[config.mk]
export PLATFORM = sky130hd
export DESIGN_NAME = ces_regs
export DESIGN_NICKNAME = d
export VERILOG_FILES = /design/src/common/ces_pkg.sv /design/src/rtl/ces_stack3.sv /design/src/rtl/ces_regs.sv
export SDC_FILE = /design/constraint.sdc
export NUM_CORES = 2
export LEC_CHECK = 0
export ABC_AREA = 0
export BUFFER_PORTS_ARGS = -buffer_cell sky130_fd_sc_hd__buf_4
export CAP_MARGIN = 30
export CORE_AREA = 5 5 323 167
export CTS_CLUSTER_DIAMETER = 60
export DETAILED_ROUTE_END_ITERATION = 10
export DIE_AREA = 0 0 328 172
export PLACE_DENSITY = 0.83
export SYNTH_ARGS = -nofsm -noshare
export SYNTH_HDL_FRONTEND = slang
export SYNTH_SLANG_ARGS = --single-unit
[constraint.sdc]
create_clock -name clk -period 39.7 [get_ports clk]
set_input_delay 5.955 -clock clk [delete_from_list [all_inputs] [get_ports clk]]
set_output_delay 5.955 -clock clk [all_outputs]
set_load 0.05 [all_outputs]
[src/common/ces_pkg.sv]
// Shared constants and types for the evaluation stack register set
package ces_pkg;
  // Shared internal bus, float and nibble widths and priority count
  localparam int CES_WORD_W = 32;
  localparam int CES_FLOAT_W = 32;
  localparam int CES_NIB_W = 4;
  localparam int CES_NUM_PRI = 2;
  // Reset values
  localparam logic [31:0] CES_RST_WORD = 32'h00000000;
  localparam logic [31:0] CES_RST_IPTR = 32'h00000000;
  localparam logic [31:0] CES_RST_WPTR = 32'h00000000;
  // Field positions and steps
  localparam int CES_PFX_SHIFT = 4;
  localparam int CES_WORD_SHIFT = 2;
  localparam logic [31:0] CES_IPTR_STEP = 32'h00000001;
  // Priority switch timing
  localparam int CES_CLK_NS = 50;
  localparam int CES_RESP_NS = 3000;
  localparam int CES_RESP_CYC = (CES_RESP_NS / CES_CLK_NS) < 1 ? 1 :
                                (CES_RESP_NS / CES_CLK_NS);
  localparam int CES_RESP_CNT_W = 8;

  typedef enum logic [3:0] {
    CES_OP_NONE,
    CES_OP_PFIX,
    CES_OP_NFIX,
    CES_OP_LDC,
    CES_OP_LDMEM,
    CES_OP_STMEM,
    CES_OP_ADD,
    CES_OP_SETWP,
    CES_OP_LDWP,
    CES_OP_JUMP,
    CES_OP_FLD,
    CES_OP_FST
  } ces_op_t;

  typedef enum logic [1:0] {
    CES_SK_HOLD,
    CES_SK_PUSH,
    CES_SK_POP,
    CES_SK_POPSET
  } ces_sk_t;

  typedef enum logic {
    CES_PRI_LOW,
    CES_PRI_HIGH
  } ces_pri_t;
endpackage

[src/rtl/ces_stack3.sv]
// Three-entry push/pop register stack
`timescale 1ns/1ps
module ces_stack3 #(
  parameter int W = 32
) (
  // Clock and reset
  input wire logic clk,
  input wire logic rst,
  // Stack command
  input wire ces_pkg::ces_sk_t sk_op,
  input wire logic [W-1:0] sk_din,
  // Stack contents
  output logic [W-1:0] top,
  output logic [W-1:0] second,
  output logic [W-1:0] third
);
  import ces_pkg::*;

  logic [W-1:0] top_ff;
  logic [W-1:0] second_ff;
  logic [W-1:0] third_ff;
  logic [W-1:0] nxt_top;
  logic [W-1:0] nxt_second;
  logic [W-1:0] nxt_third;

  always_comb begin
    nxt_top = top_ff;
    nxt_second = second_ff;
    nxt_third = third_ff;
    case (sk_op)
      CES_SK_PUSH: begin
        // Old third falls off; no overflow check, code must avoid it
        nxt_third = second_ff; // [RULE1] [RULE3] [RULE5]
        nxt_second = top_ff; // [RULE1]
        nxt_top = sk_din; // [RULE1]
      end
      CES_SK_POP: begin
        // Third keeps its stale value
        nxt_top = second_ff; // [RULE2] [RULE3]
        nxt_second = third_ff; // [RULE2]
      end
      CES_SK_POPSET: begin
        // Two operands consumed, result lands on top
        nxt_top = sk_din; // [RULE4]
        nxt_second = third_ff; // [RULE4]
      end
      default: begin
      end
    endcase
  end

  always_ff @(posedge clk or posedge rst) begin
    if (rst) begin
      top_ff <= '0;
      second_ff <= '0;
      third_ff <= '0;
    end else begin
      top_ff <= nxt_top;
      second_ff <= nxt_second;
      third_ff <= nxt_third;
    end
  end

  assign top = top_ff;
  assign second = second_ff;
  assign third = third_ff;
endmodule

[src/rtl/ces_regs.sv]
// Sequential-process registers with integer and banked float stacks
// Operation
// [RULE1] A load pushes second into third, top into second, then new top.
// [RULE2] A store from top pops second into top and third into second.
// [RULE3] A push drops the old third; a pop leaves third stale.
// [RULE4] Add sums top and second and leaves the result on top.
// [RULE5] No overflow detection; a fourth load loses the deepest entry.
// [RULE6] The float stack has three entries pushing and popping likewise.
// [RULE7] Float load/store addresses come from the integer stack top.
// [RULE8] The float stack is duplicated per priority level.
// [RULE9] Two priority levels, with runnable high work always preferred.
// [RULE10] A low to high switch completes within about 3 us.
// [RULE11] Process state is six registers: wptr, iptr, oreg and A, B, C.
// [RULE12] The workspace pointer holds the local variable area address.
// [RULE13] The instruction pointer holds the next instruction address.
// [RULE14] The operand register builds each instruction's operand.
// [RULE15] Data words are 32 bits wide, as on the shared internal bus.
// [RULE16] Every non-prefix instruction clears the operand register.
`timescale 1ns/1ps
module ces_regs #(
  parameter int FW = ces_pkg::CES_FLOAT_W,
  parameter int RESP_CYC = ces_pkg::CES_RESP_CYC
) (
  // Clock and reset
  input wire logic clk,
  input wire logic rst,
  // Instruction from decode
  input wire logic op_valid,
  input wire ces_pkg::ces_op_t op_code,
  input wire logic [ces_pkg::CES_NIB_W-1:0] op_nib,
  output logic op_ready,
  // Read data from the internal bus
  input wire logic [ces_pkg::CES_WORD_W-1:0] bus_rdata,
  input wire logic [FW-1:0] fload_data,
  // Scheduler
  input wire logic hi_runnable,
  output ces_pkg::ces_pri_t cur_pri,
  output logic pri_switched,
  // Store results
  output logic st_valid,
  output logic [ces_pkg::CES_WORD_W-1:0] st_addr,
  output logic [ces_pkg::CES_WORD_W-1:0] st_data,
  output logic fst_valid,
  output logic [FW-1:0] fst_data,
  // Process registers
  output logic [ces_pkg::CES_WORD_W-1:0] wptr,
  output logic [ces_pkg::CES_WORD_W-1:0] iptr,
  output logic [ces_pkg::CES_WORD_W-1:0] oreg,
  output logic [ces_pkg::CES_WORD_W-1:0] eval_top,
  output logic [ces_pkg::CES_WORD_W-1:0] eval_second,
  output logic [ces_pkg::CES_WORD_W-1:0] eval_third,
  output logic [FW-1:0] float_top,
  output logic [FW-1:0] float_second,
  output logic [FW-1:0] float_third
);
  import ces_pkg::*;

  localparam int W = CES_WORD_W;

  // Process state
  logic [W-1:0] wptr_ff;
  logic [W-1:0] iptr_ff;
  logic [W-1:0] oreg_ff;
  logic [W-1:0] nxt_wptr;
  logic [W-1:0] nxt_iptr;
  logic [W-1:0] nxt_oreg;

  // Store result registers
  logic st_valid_ff;
  logic [W-1:0] st_addr_ff;
  logic [W-1:0] st_data_ff;
  logic fst_valid_ff;
  logic [FW-1:0] fst_data_ff;
  logic nxt_st_valid;
  logic [W-1:0] nxt_st_addr;
  logic [W-1:0] nxt_st_data;
  logic nxt_fst_valid;
  logic [FW-1:0] nxt_fst_data;

  // Priority state
  ces_pri_t pri_ff;
  ces_pri_t nxt_pri;
  logic pfx_open_ff;
  logic nxt_pfx_open;
  logic [CES_RESP_CNT_W-1:0] wait_ff;
  logic [CES_RESP_CNT_W-1:0] nxt_wait;
  logic sw_ff;
  logic nxt_sw;

  // Stack controls
  ces_sk_t int_sk;
  logic [W-1:0] int_din;
  ces_sk_t flt_sk;
  logic [FW-1:0] flt_din;
  logic [W-1:0] a_q;
  logic [W-1:0] b_q;
  logic [W-1:0] c_q;
  logic [FW-1:0] fa_q [CES_NUM_PRI];
  logic [FW-1:0] fb_q [CES_NUM_PRI];
  logic [FW-1:0] fc_q [CES_NUM_PRI];

  logic [W-1:0] operand;
  logic want_sw;
  ces_pri_t want_pri;
  logic do_sw;
  logic op_take;

  // Word offset from operand, used by local stores and workspace address loads
  function automatic logic [W-1:0] word_off(input logic [W-1:0] base,
                                            input logic [W-1:0] idx);
    word_off = base + (idx << CES_WORD_SHIFT);
  endfunction

  // Integer stack: A, B and C
  ces_stack3 #(
    .W(W)
  ) u_int_stack (
    .clk(clk),
    .rst(rst),
    .sk_op(int_sk),
    .sk_din(int_din),
    .top(a_q),
    .second(b_q),
    .third(c_q)
  );

  // One float stack per priority so a switch saves nothing
  genvar gp;
  generate
    for (gp = 0; gp < CES_NUM_PRI; gp++) begin : g_fbank
      ces_sk_t bank_sk;
      always_comb begin
        bank_sk = (int'(pri_ff) == gp) ? flt_sk : CES_SK_HOLD; // [RULE8]
      end
      ces_stack3 #(
        .W(FW)
      ) u_flt_stack (
        .clk(clk),
        .rst(rst),
        .sk_op(bank_sk),
        .sk_din(flt_din),
        .top(fa_q[gp]),
        .second(fb_q[gp]),
        .third(fc_q[gp])
      );
    end
  endgenerate

  // Priority switch: wait for an instruction boundary, but force it
  // once the response budget runs out; a forced switch drops any
  // half-built prefix operand.
  // The 8-bit wait counter limits RESP_CYC to 256
  always_comb begin
    // High work is preferred whenever it is runnable
    want_pri = hi_runnable ? CES_PRI_HIGH : CES_PRI_LOW; // [RULE9]
    want_sw = want_pri != pri_ff; // [RULE9]
    do_sw = want_sw &&
            (!pfx_open_ff ||
             wait_ff >= CES_RESP_CNT_W'(RESP_CYC - 1)); // [RULE10]
    nxt_pri = do_sw ? want_pri : pri_ff;
    nxt_sw = do_sw;
    if (want_sw && !do_sw) begin
      nxt_wait = wait_ff + CES_RESP_CNT_W'(1); // [RULE10]
    end else begin
      nxt_wait = '0;
    end
  end

  // Switch cycle holds off decode so no instruction straddles it
  assign op_ready = !do_sw;
  assign op_take = op_valid && op_ready;

  // Instruction execution
  always_comb begin
    operand = oreg_ff | {{(W - CES_NIB_W){1'b0}}, op_nib}; // [RULE14]
    nxt_wptr = wptr_ff;
    nxt_iptr = iptr_ff;
    nxt_oreg = oreg_ff;
    nxt_pfx_open = pfx_open_ff;
    nxt_st_valid = 1'b0;
    nxt_st_addr = st_addr_ff;
    nxt_st_data = st_data_ff;
    nxt_fst_valid = 1'b0;
    nxt_fst_data = fst_data_ff;
    int_sk = CES_SK_HOLD;
    int_din = '0;
    flt_sk = CES_SK_HOLD;
    flt_din = '0;
    if (do_sw) begin
      nxt_oreg = '0;
      nxt_pfx_open = 1'b0;
    end else if (op_take) begin
      nxt_iptr = iptr_ff + CES_IPTR_STEP; // [RULE13]
      nxt_oreg = '0; // [RULE16]
      nxt_pfx_open = 1'b0;
      case (op_code)
        CES_OP_PFIX: begin
          nxt_oreg = operand << CES_PFX_SHIFT; // [RULE14]
          nxt_pfx_open = 1'b1;
        end
        CES_OP_NFIX: begin
          nxt_oreg = (~operand) << CES_PFX_SHIFT; // [RULE14]
          nxt_pfx_open = 1'b1;
        end
        CES_OP_LDC: begin
          int_sk = CES_SK_PUSH; // [RULE1]
          int_din = operand;
        end
        CES_OP_LDMEM: begin
          int_sk = CES_SK_PUSH; // [RULE1] [RULE15]
          int_din = bus_rdata;
        end
        CES_OP_STMEM: begin
          int_sk = CES_SK_POP; // [RULE2]
          nxt_st_valid = 1'b1;
          nxt_st_data = a_q;
          nxt_st_addr = word_off(wptr_ff, operand); // [RULE12]
        end
        CES_OP_ADD: begin
          int_sk = CES_SK_POPSET; // [RULE4]
          int_din = a_q + b_q; // [RULE4]
        end
        CES_OP_SETWP: begin
          nxt_wptr = a_q; // [RULE12]
          int_sk = CES_SK_POP; // [RULE2]
        end
        CES_OP_LDWP: begin
          int_sk = CES_SK_PUSH; // [RULE1]
          int_din = word_off(wptr_ff, operand); // [RULE12]
        end
        CES_OP_JUMP: begin
          nxt_iptr = iptr_ff + CES_IPTR_STEP + operand; // [RULE13]
        end
        CES_OP_FLD: begin
          // Address was on A; the fetched value goes to the float stack
          int_sk = CES_SK_POP; // [RULE7]
          flt_sk = CES_SK_PUSH; // [RULE6]
          flt_din = fload_data;
        end
        CES_OP_FST: begin
          int_sk = CES_SK_POP; // [RULE7]
          flt_sk = CES_SK_POP; // [RULE6]
          nxt_st_addr = a_q; // [RULE7]
          nxt_fst_valid = 1'b1;
          nxt_fst_data = fa_q[pri_ff];
        end
        CES_OP_NONE: begin
          // Idle slot: only steps iptr and clears oreg
          nxt_oreg = '0; // [RULE16]
        end
        default: begin
        end
      endcase
    end
  end

  // Only six process registers; stacks live in the submodules
  always_ff @(posedge clk or posedge rst) begin
    if (rst) begin
      wptr_ff <= CES_RST_WPTR; // [RULE11]
      iptr_ff <= CES_RST_IPTR;
      oreg_ff <= CES_RST_WORD;
      pfx_open_ff <= 1'b0;
      pri_ff <= CES_PRI_LOW;
      wait_ff <= '0;
      sw_ff <= 1'b0;
      st_valid_ff <= 1'b0;
      st_addr_ff <= CES_RST_WORD;
      st_data_ff <= CES_RST_WORD;
      fst_valid_ff <= 1'b0;
      fst_data_ff <= '0;
    end else begin
      wptr_ff <= nxt_wptr;
      iptr_ff <= nxt_iptr;
      oreg_ff <= nxt_oreg;
      pfx_open_ff <= nxt_pfx_open;
      pri_ff <= nxt_pri;
      wait_ff <= nxt_wait;
      sw_ff <= nxt_sw;
      st_valid_ff <= nxt_st_valid;
      st_addr_ff <= nxt_st_addr;
      st_data_ff <= nxt_st_data;
      fst_valid_ff <= nxt_fst_valid;
      fst_data_ff <= nxt_fst_data;
    end
  end

  assign wptr = wptr_ff;
  assign iptr = iptr_ff;
  assign oreg = oreg_ff;
  assign eval_top = a_q;
  assign eval_second = b_q;
  assign eval_third = c_q;
  assign float_top = fa_q[pri_ff];
  assign float_second = fb_q[pri_ff];
  assign float_third = fc_q[pri_ff];
  assign cur_pri = pri_ff;
  assign pri_switched = sw_ff;
  assign st_valid = st_valid_ff;
  assign st_addr = st_addr_ff;
  assign st_data = st_data_ff;
  assign fst_valid = fst_valid_ff;
  assign fst_data = fst_data_ff;
endmodule

-- Word level (Yosys, flattened, before mapping)
Index checks and enable logic that the tools add are counted.
- bits in registers: 493
- bits of input ports: 76
- output and inout bits: 389
- logic and storage cells: 126
- $add $sub $neg: 5
- $lt $le $gt $ge: 2
- eq/ne operators: 21
- mux-type cells: 45
- bitwise operators: 4
- reduce and logical (&&, ||, !) cells: 28
- operator list (cell ; count):
    $mux W32 ; 17
    $pmux W32 S2 ; 8
    $pmux W32 S4 ; 1
    $add A32 B32 Y32 ; 3
    $add A32 B1 Y32 const B ; 1
    $or A32 B4 Y32 ; 1
    $not A28 Y28 ; 1
    $eq A4 B3 Y1 const B ; 4
    $eq A4 B4 Y1 const B ; 4
    $reduce_bool A2 Y1 ; 8
    $reduce_or A2 Y1 ; 7
    $eq A2 B2 Y1 const B ; 6
    $mux W2 ; 6
    $reduce_and A3 Y1 ; 4
    $mux W1 ; 10
    $add A8 B1 Y8 const B ; 1
    $eq A4 B2 Y1 const B ; 2
    $ge A8 B6 Y1 const B ; 1
    $mux W8 ; 1
    $eq A2 B1 Y1 const B ; 3
    $pmux W2 S3 ; 1
    $eq A4 B1 Y1 const B ; 1
    $pmux W2 S2 ; 1
    $reduce_or A4 Y1 ; 1
    9 further kinds ; 12

-- Logic depth before layout (Yosys ltp)
- depth in word-level cells: 11
- mapped depth: 20
- depth with buffers taken out: 19

-- Modules after synthesis
Synthesis repeated with hierarchy kept, for this count alone.
- cell total of the unflattened synthesis: 2840
- area total of the unflattened synthesis: 28253.3 µm²
- by module, submodules not included (module ; times used ; cells each ; area each (µm²) ; seq. area each (µm²)):
    ces_regs ; 1 ; 1796 ; 15506.1 ; 5029.8
    ces_stack3 ; 3 ; 348 ; 4249.1 ; 2402.3

-- Least setup slack after synthesis
No wires, ideal clock.
- path kind: input -> output
- start point: input hi_runnable
- end point: output op_ready
- data arrival time: 6.595 ns
- required time: 33.745 ns
- path slack: 27.150 ns
- stages: 4
- path buffers: 1
- path through: xor2_1 -> and2_1 -> clkbuf_1 -> inv_2
- word-level cells in the longest chain between the ends: 4
- RTL lines (what ; RTL line ; source):
    start: declaration ; ces_regs.sv:36 ; input wire logic hi_runnable,
    $mux W1 ; ces_regs.sv:155 ; want_pri = hi_runnable ? CES_PRI_HIGH : CES_PRI_LOW;
    $ne A1 B1 Y1 ; ces_regs.sv:156 ; want_sw = want_pri != pri_ff;
    $logic_and A1 B1 Y1 ; ces_regs.sv:157 ; do_sw = want_sw &&
    $logic_not A1 Y1 ; ces_regs.sv:170 ; assign op_ready = !do_sw;
    end: declaration ; ces_regs.sv:31 ; output logic op_ready,
No other way between the ends.

-- Worst setup path in the final report
Same ends and word-level chain as after synthesis.

==> results_dict.tcl <==
set metrics [dict create \
    fin_nets 3597 \
    synth_cells 3062 \
    syn_area_per_cell_um2 8.977 \
    swShare 0.4706 \
    drc 0 \
    end_kind "output pin" \
    die_width_um 328 \
    grt_pass1_vias 23800 \
    worstHoldPathType "reg2reg" \
    power_density_nw_per_um2 69.83 \
    grt_overflow 0 \
    p_sw_w 0.001088 \
    clockRootBuffer "clkbuf_16" \
    ios 465 \
    track_usage 0.3242 \
    clkTransAtPathRegs_ns 0.06 \
    crit_buf_inv 4 \
    max_freq_mhz 76.55 \
    die_y_um 172 \
    cp_max_fo 31 \
    ys_ff_latch 489 \
    wl_met3_mm 11.33 \
    skew_ns 0.02878 \
    yosysMostFrequentCell "nand2_1" \
    dp_hpwl_mm 66.51 \
    yosys.area.top_type_share 0.4452 \
    p_comb_frac 0.463 \
    htree_levels 2 \
    period_share 0.3291 \
    critPathSlowestCell "buf_4" \
    setup_violations 0 \
    utilization 0.6488 \
    post_cts.repair.setup_buffers 0 \
    slowest_delay_ns 0.34 \
    period_minus_slack_ns 13.06 \
    drt_first_pass_iters 8 \
    vias 25670 \
    cts.sinks 489 \
    gp_congestion 1.052 \
    clock_latency_ns 0.59 \
    grt_max_degree 132 \
    start_util 0.5389 \
    clockBufferDepth 3 \
    totalWireLength_mm 94.47 \
    crit_top_cell "buf_4" \
    syn2layout_area_growth_pct 20.40 \
    syn_area_um2 27490 \
    cts_buffers 46 \
    finalHoldViolCount 0 \
    internal_power_w 0.001223 \
    critical_path_class "in2out" \
    io_buffers 460 \
    hold_buffers 0 \
    slew_viol_final 0 \
    fin_setup_tns_ns 0 \
    synth_commonest_cells "770 x nand2_1, 489 x dfrtp_1, 212 x nor2_1" \
    rsz0062_at_grt "no" \
    ys_warn_count 0 \
    die_area_um2 56420 \
    startpoint_type "input pin" \
    via_per_inst 6.169 \
    status "complete, no violations" \
    seqPwrFrac 0.330 \
    fillCellCount 4099 \
    ant_nets 0 \
    drt-met1-wl_mm 40.27 \
    highest_layer "met5" \
    wire_per_inst_um 22.70 \
    synth_top_cell_by_area "dfrtp_1" \
    yosysUniqueCellTypes 87 \
    ys_seq_area_frac 0.4452 \
    maxCapViolCount 0 \
    worstMarginPinSlew_ns 1.004 \
    grt_pass1_wl_mm 144.3 \
    required_ns 33.74 \
    cts_tree "yes" \
    crit_chain "buf_4 > xor2_1 > and2_1 > buf_4 > inv_2 > buf_4" \
    leakagePower_nw 16.65 \
    path_delay_family "buffers and inverters" \
    num_rows 59 \
    antenna_found_initial 3 \
    synth_area_leaders "dfrtp_1 45%, nand2_1 11%, mux2_2 7.9%, ha_1 4.3%, a22oi_1 3.3%" \
    ir_drop_v 0.00006112 \
    ctsResizeCount 0 \
    arrival_ns 7.11 \
    first_iter_violations 3556 \
    drive_above_1_share 0.2385 \
    async_flop_share 1.000 \
    ys.flop_type "dfrtp_1" \
    max_slew_margin 0.3291 \
    synth_edf_count 0 \
    holdWs_ns 0.4658 \
    core_um2 51010 \
    power_frac_clock 0.206 \
    route.met2.wl_mm 39.02 \
]
[path summary, 6_finish.rpt]
kind                                           start                       to  slack, ns  cells past startpoint
worst min-delay path            iptr[31]$_DFFE_PP0P_     iptr[31]$_DFFE_PP0P_       0.47                      1
worst min register to register  iptr[31]$_DFFE_PP0P_     iptr[31]$_DFFE_PP0P_       0.47                      1
max in group asynchronous                        rst  fst_data[7]$_DFFE_PP0P_      31.19                      5
worst max-delay path                     hi_runnable                 op_ready      26.64                      6
min in group asynchronous                        rst  st_data[25]$_DFFE_PP0P_       5.57                      2
worst max register to register   iptr[0]$_DFFE_PP0P_     iptr[31]$_DFFE_PP0P_      34.10                     19
[worst reg2reg max path: stages (launching register included)]
cell and delay (ns):
dfrtp_1 0.45, ha_1 0.27, and3_1 0.20, and3_1 0.38, and3_1 0.31, nand3_1 0.18, nor3_1 0.44, nand3_1 0.23
xnor2_1 0.17, ha_1 0.36, a21oi_1 0.23, nor2_1 0.07, a211oi_1 0.42, o21ai_0 0.30, o2111a_1 0.34, nor2_2 0.26
o21ai_0 0.19, a211oi_1 0.28, mux2i_1 0.28, xor2_1 0.16
[power by group through the flow]
stage	clock (W)	sequential [W]	combinational (W)
final	0.000477	0.000764	0.00107
after global routing	0.000504	0.000777	0.00113
after CTS	0.000483	0.000756	0.00106
after detailed placement	0	0.000764	0.00105
after global placement	0	0.000761	0.00104
after floorplan	0	0.00103	0.000441
[state kept, by name (all words and copies together), names as in the netlist]
signal / flops
g_fbank.u_flt_stack.second: 64
g_fbank.u_flt_stack.third: 64
g_fbank.u_flt_stack.top: 64
fst_data: 32
iptr: 32
st_addr: 32
st_data: 32
u_int_stack.second: 32
u_int_stack.third: 32
u_int_stack.top: 32
wptr: 32
oreg: 28
wait_ff: 8
cur_pri: 1
fst_valid: 1
pfx_open_ff: 1
pri_switched: 1
st_valid: 1
[cell families (layout without fill, tap and decap cells)]
family / count (synthesis) / count (layout) / synth area share
and+or+nand+nor: 1185 / 1185 / 0.1792
AOI/OAI and AO/OA: 719 / 719 / 0.1698
DFF: 489 / 489 / 0.4452
buffers and inverters: 238 / 630 / 0.03550
muxes: 227 / 227 / 0.09140
xor gates and xnor gates: 106 / 106 / 0.03377
adders and majority gates: 97 / 97 / 0.04497
other: 1 / 7 / 0.0001364
[metrics by stage]
step	std cells	worst slack (ns)	cell area, µm²	power, W
2_1_floorplan	3067	20.10	27510	0.001470
3_3_place_gp	4074	26.66	31420	0.001799
3_5_place_dp	4075	26.65	31440	0.001818
4_1_cts	4158	26.64	33040	0.002299
5_1_grt	4161	26.52	33090	0.002411
6_report	4161	26.64	33090	0.002311
[cell usage in the layout, fill, tap and decap left out, drive strengths merged, types with 6 or more instances in the layout]
cell,netlist,routed
a211oi,50,50
a21o,45,45
a21oi,177,177
a221o,6,6
a221oi,9,9
a222oi,8,8
a22oi,120,120
a31oi,79,79
a41oi,7,7
and2,7,7
and3,42,42
buf,60,501
clkbuf,132,65
clkinv,1,9
conb,1,6
dfrtp,489,489
ha,94,94
inv,45,50
mux2,192,192
mux2i,35,35
nand2,770,770
nand2b,13,13
nand3,51,51
nand4,18,18
nor2,213,213
nor2b,13,13
nor3,29,29
o211ai,7,7
o21a,12,12
o21ai,138,138
o21bai,12,12
o22ai,10,10
xnor2,62,62
xor2,44,44
[layout make-up]
type	count	area, µm²	share of cell area
flip-flops and latches	489	12240	0.3699
clock inverters	18	224.0	0.006768
repair buffers	501	3814	0.1152
diodes	1	2.502	0.00007561
multi-input cells	2340	14380	0.4345
inverters	46	180.2	0.005444
well taps	701	877.1	0.02650
clock buffers	65	1376	0.04159
[layer usage]
| metal | vias up | track usage |
|---|---|---|
| met2 | 1647 | 0.4543 |
| met4 | 4 | 0.1104 |
| met1 | 12300 | 0.4847 |
| li1 | 11470 | - |
| met5 | - | 0.01589 |
| met3 | 243 | 0.08799 |
Power figures use the tool's default switching activity.
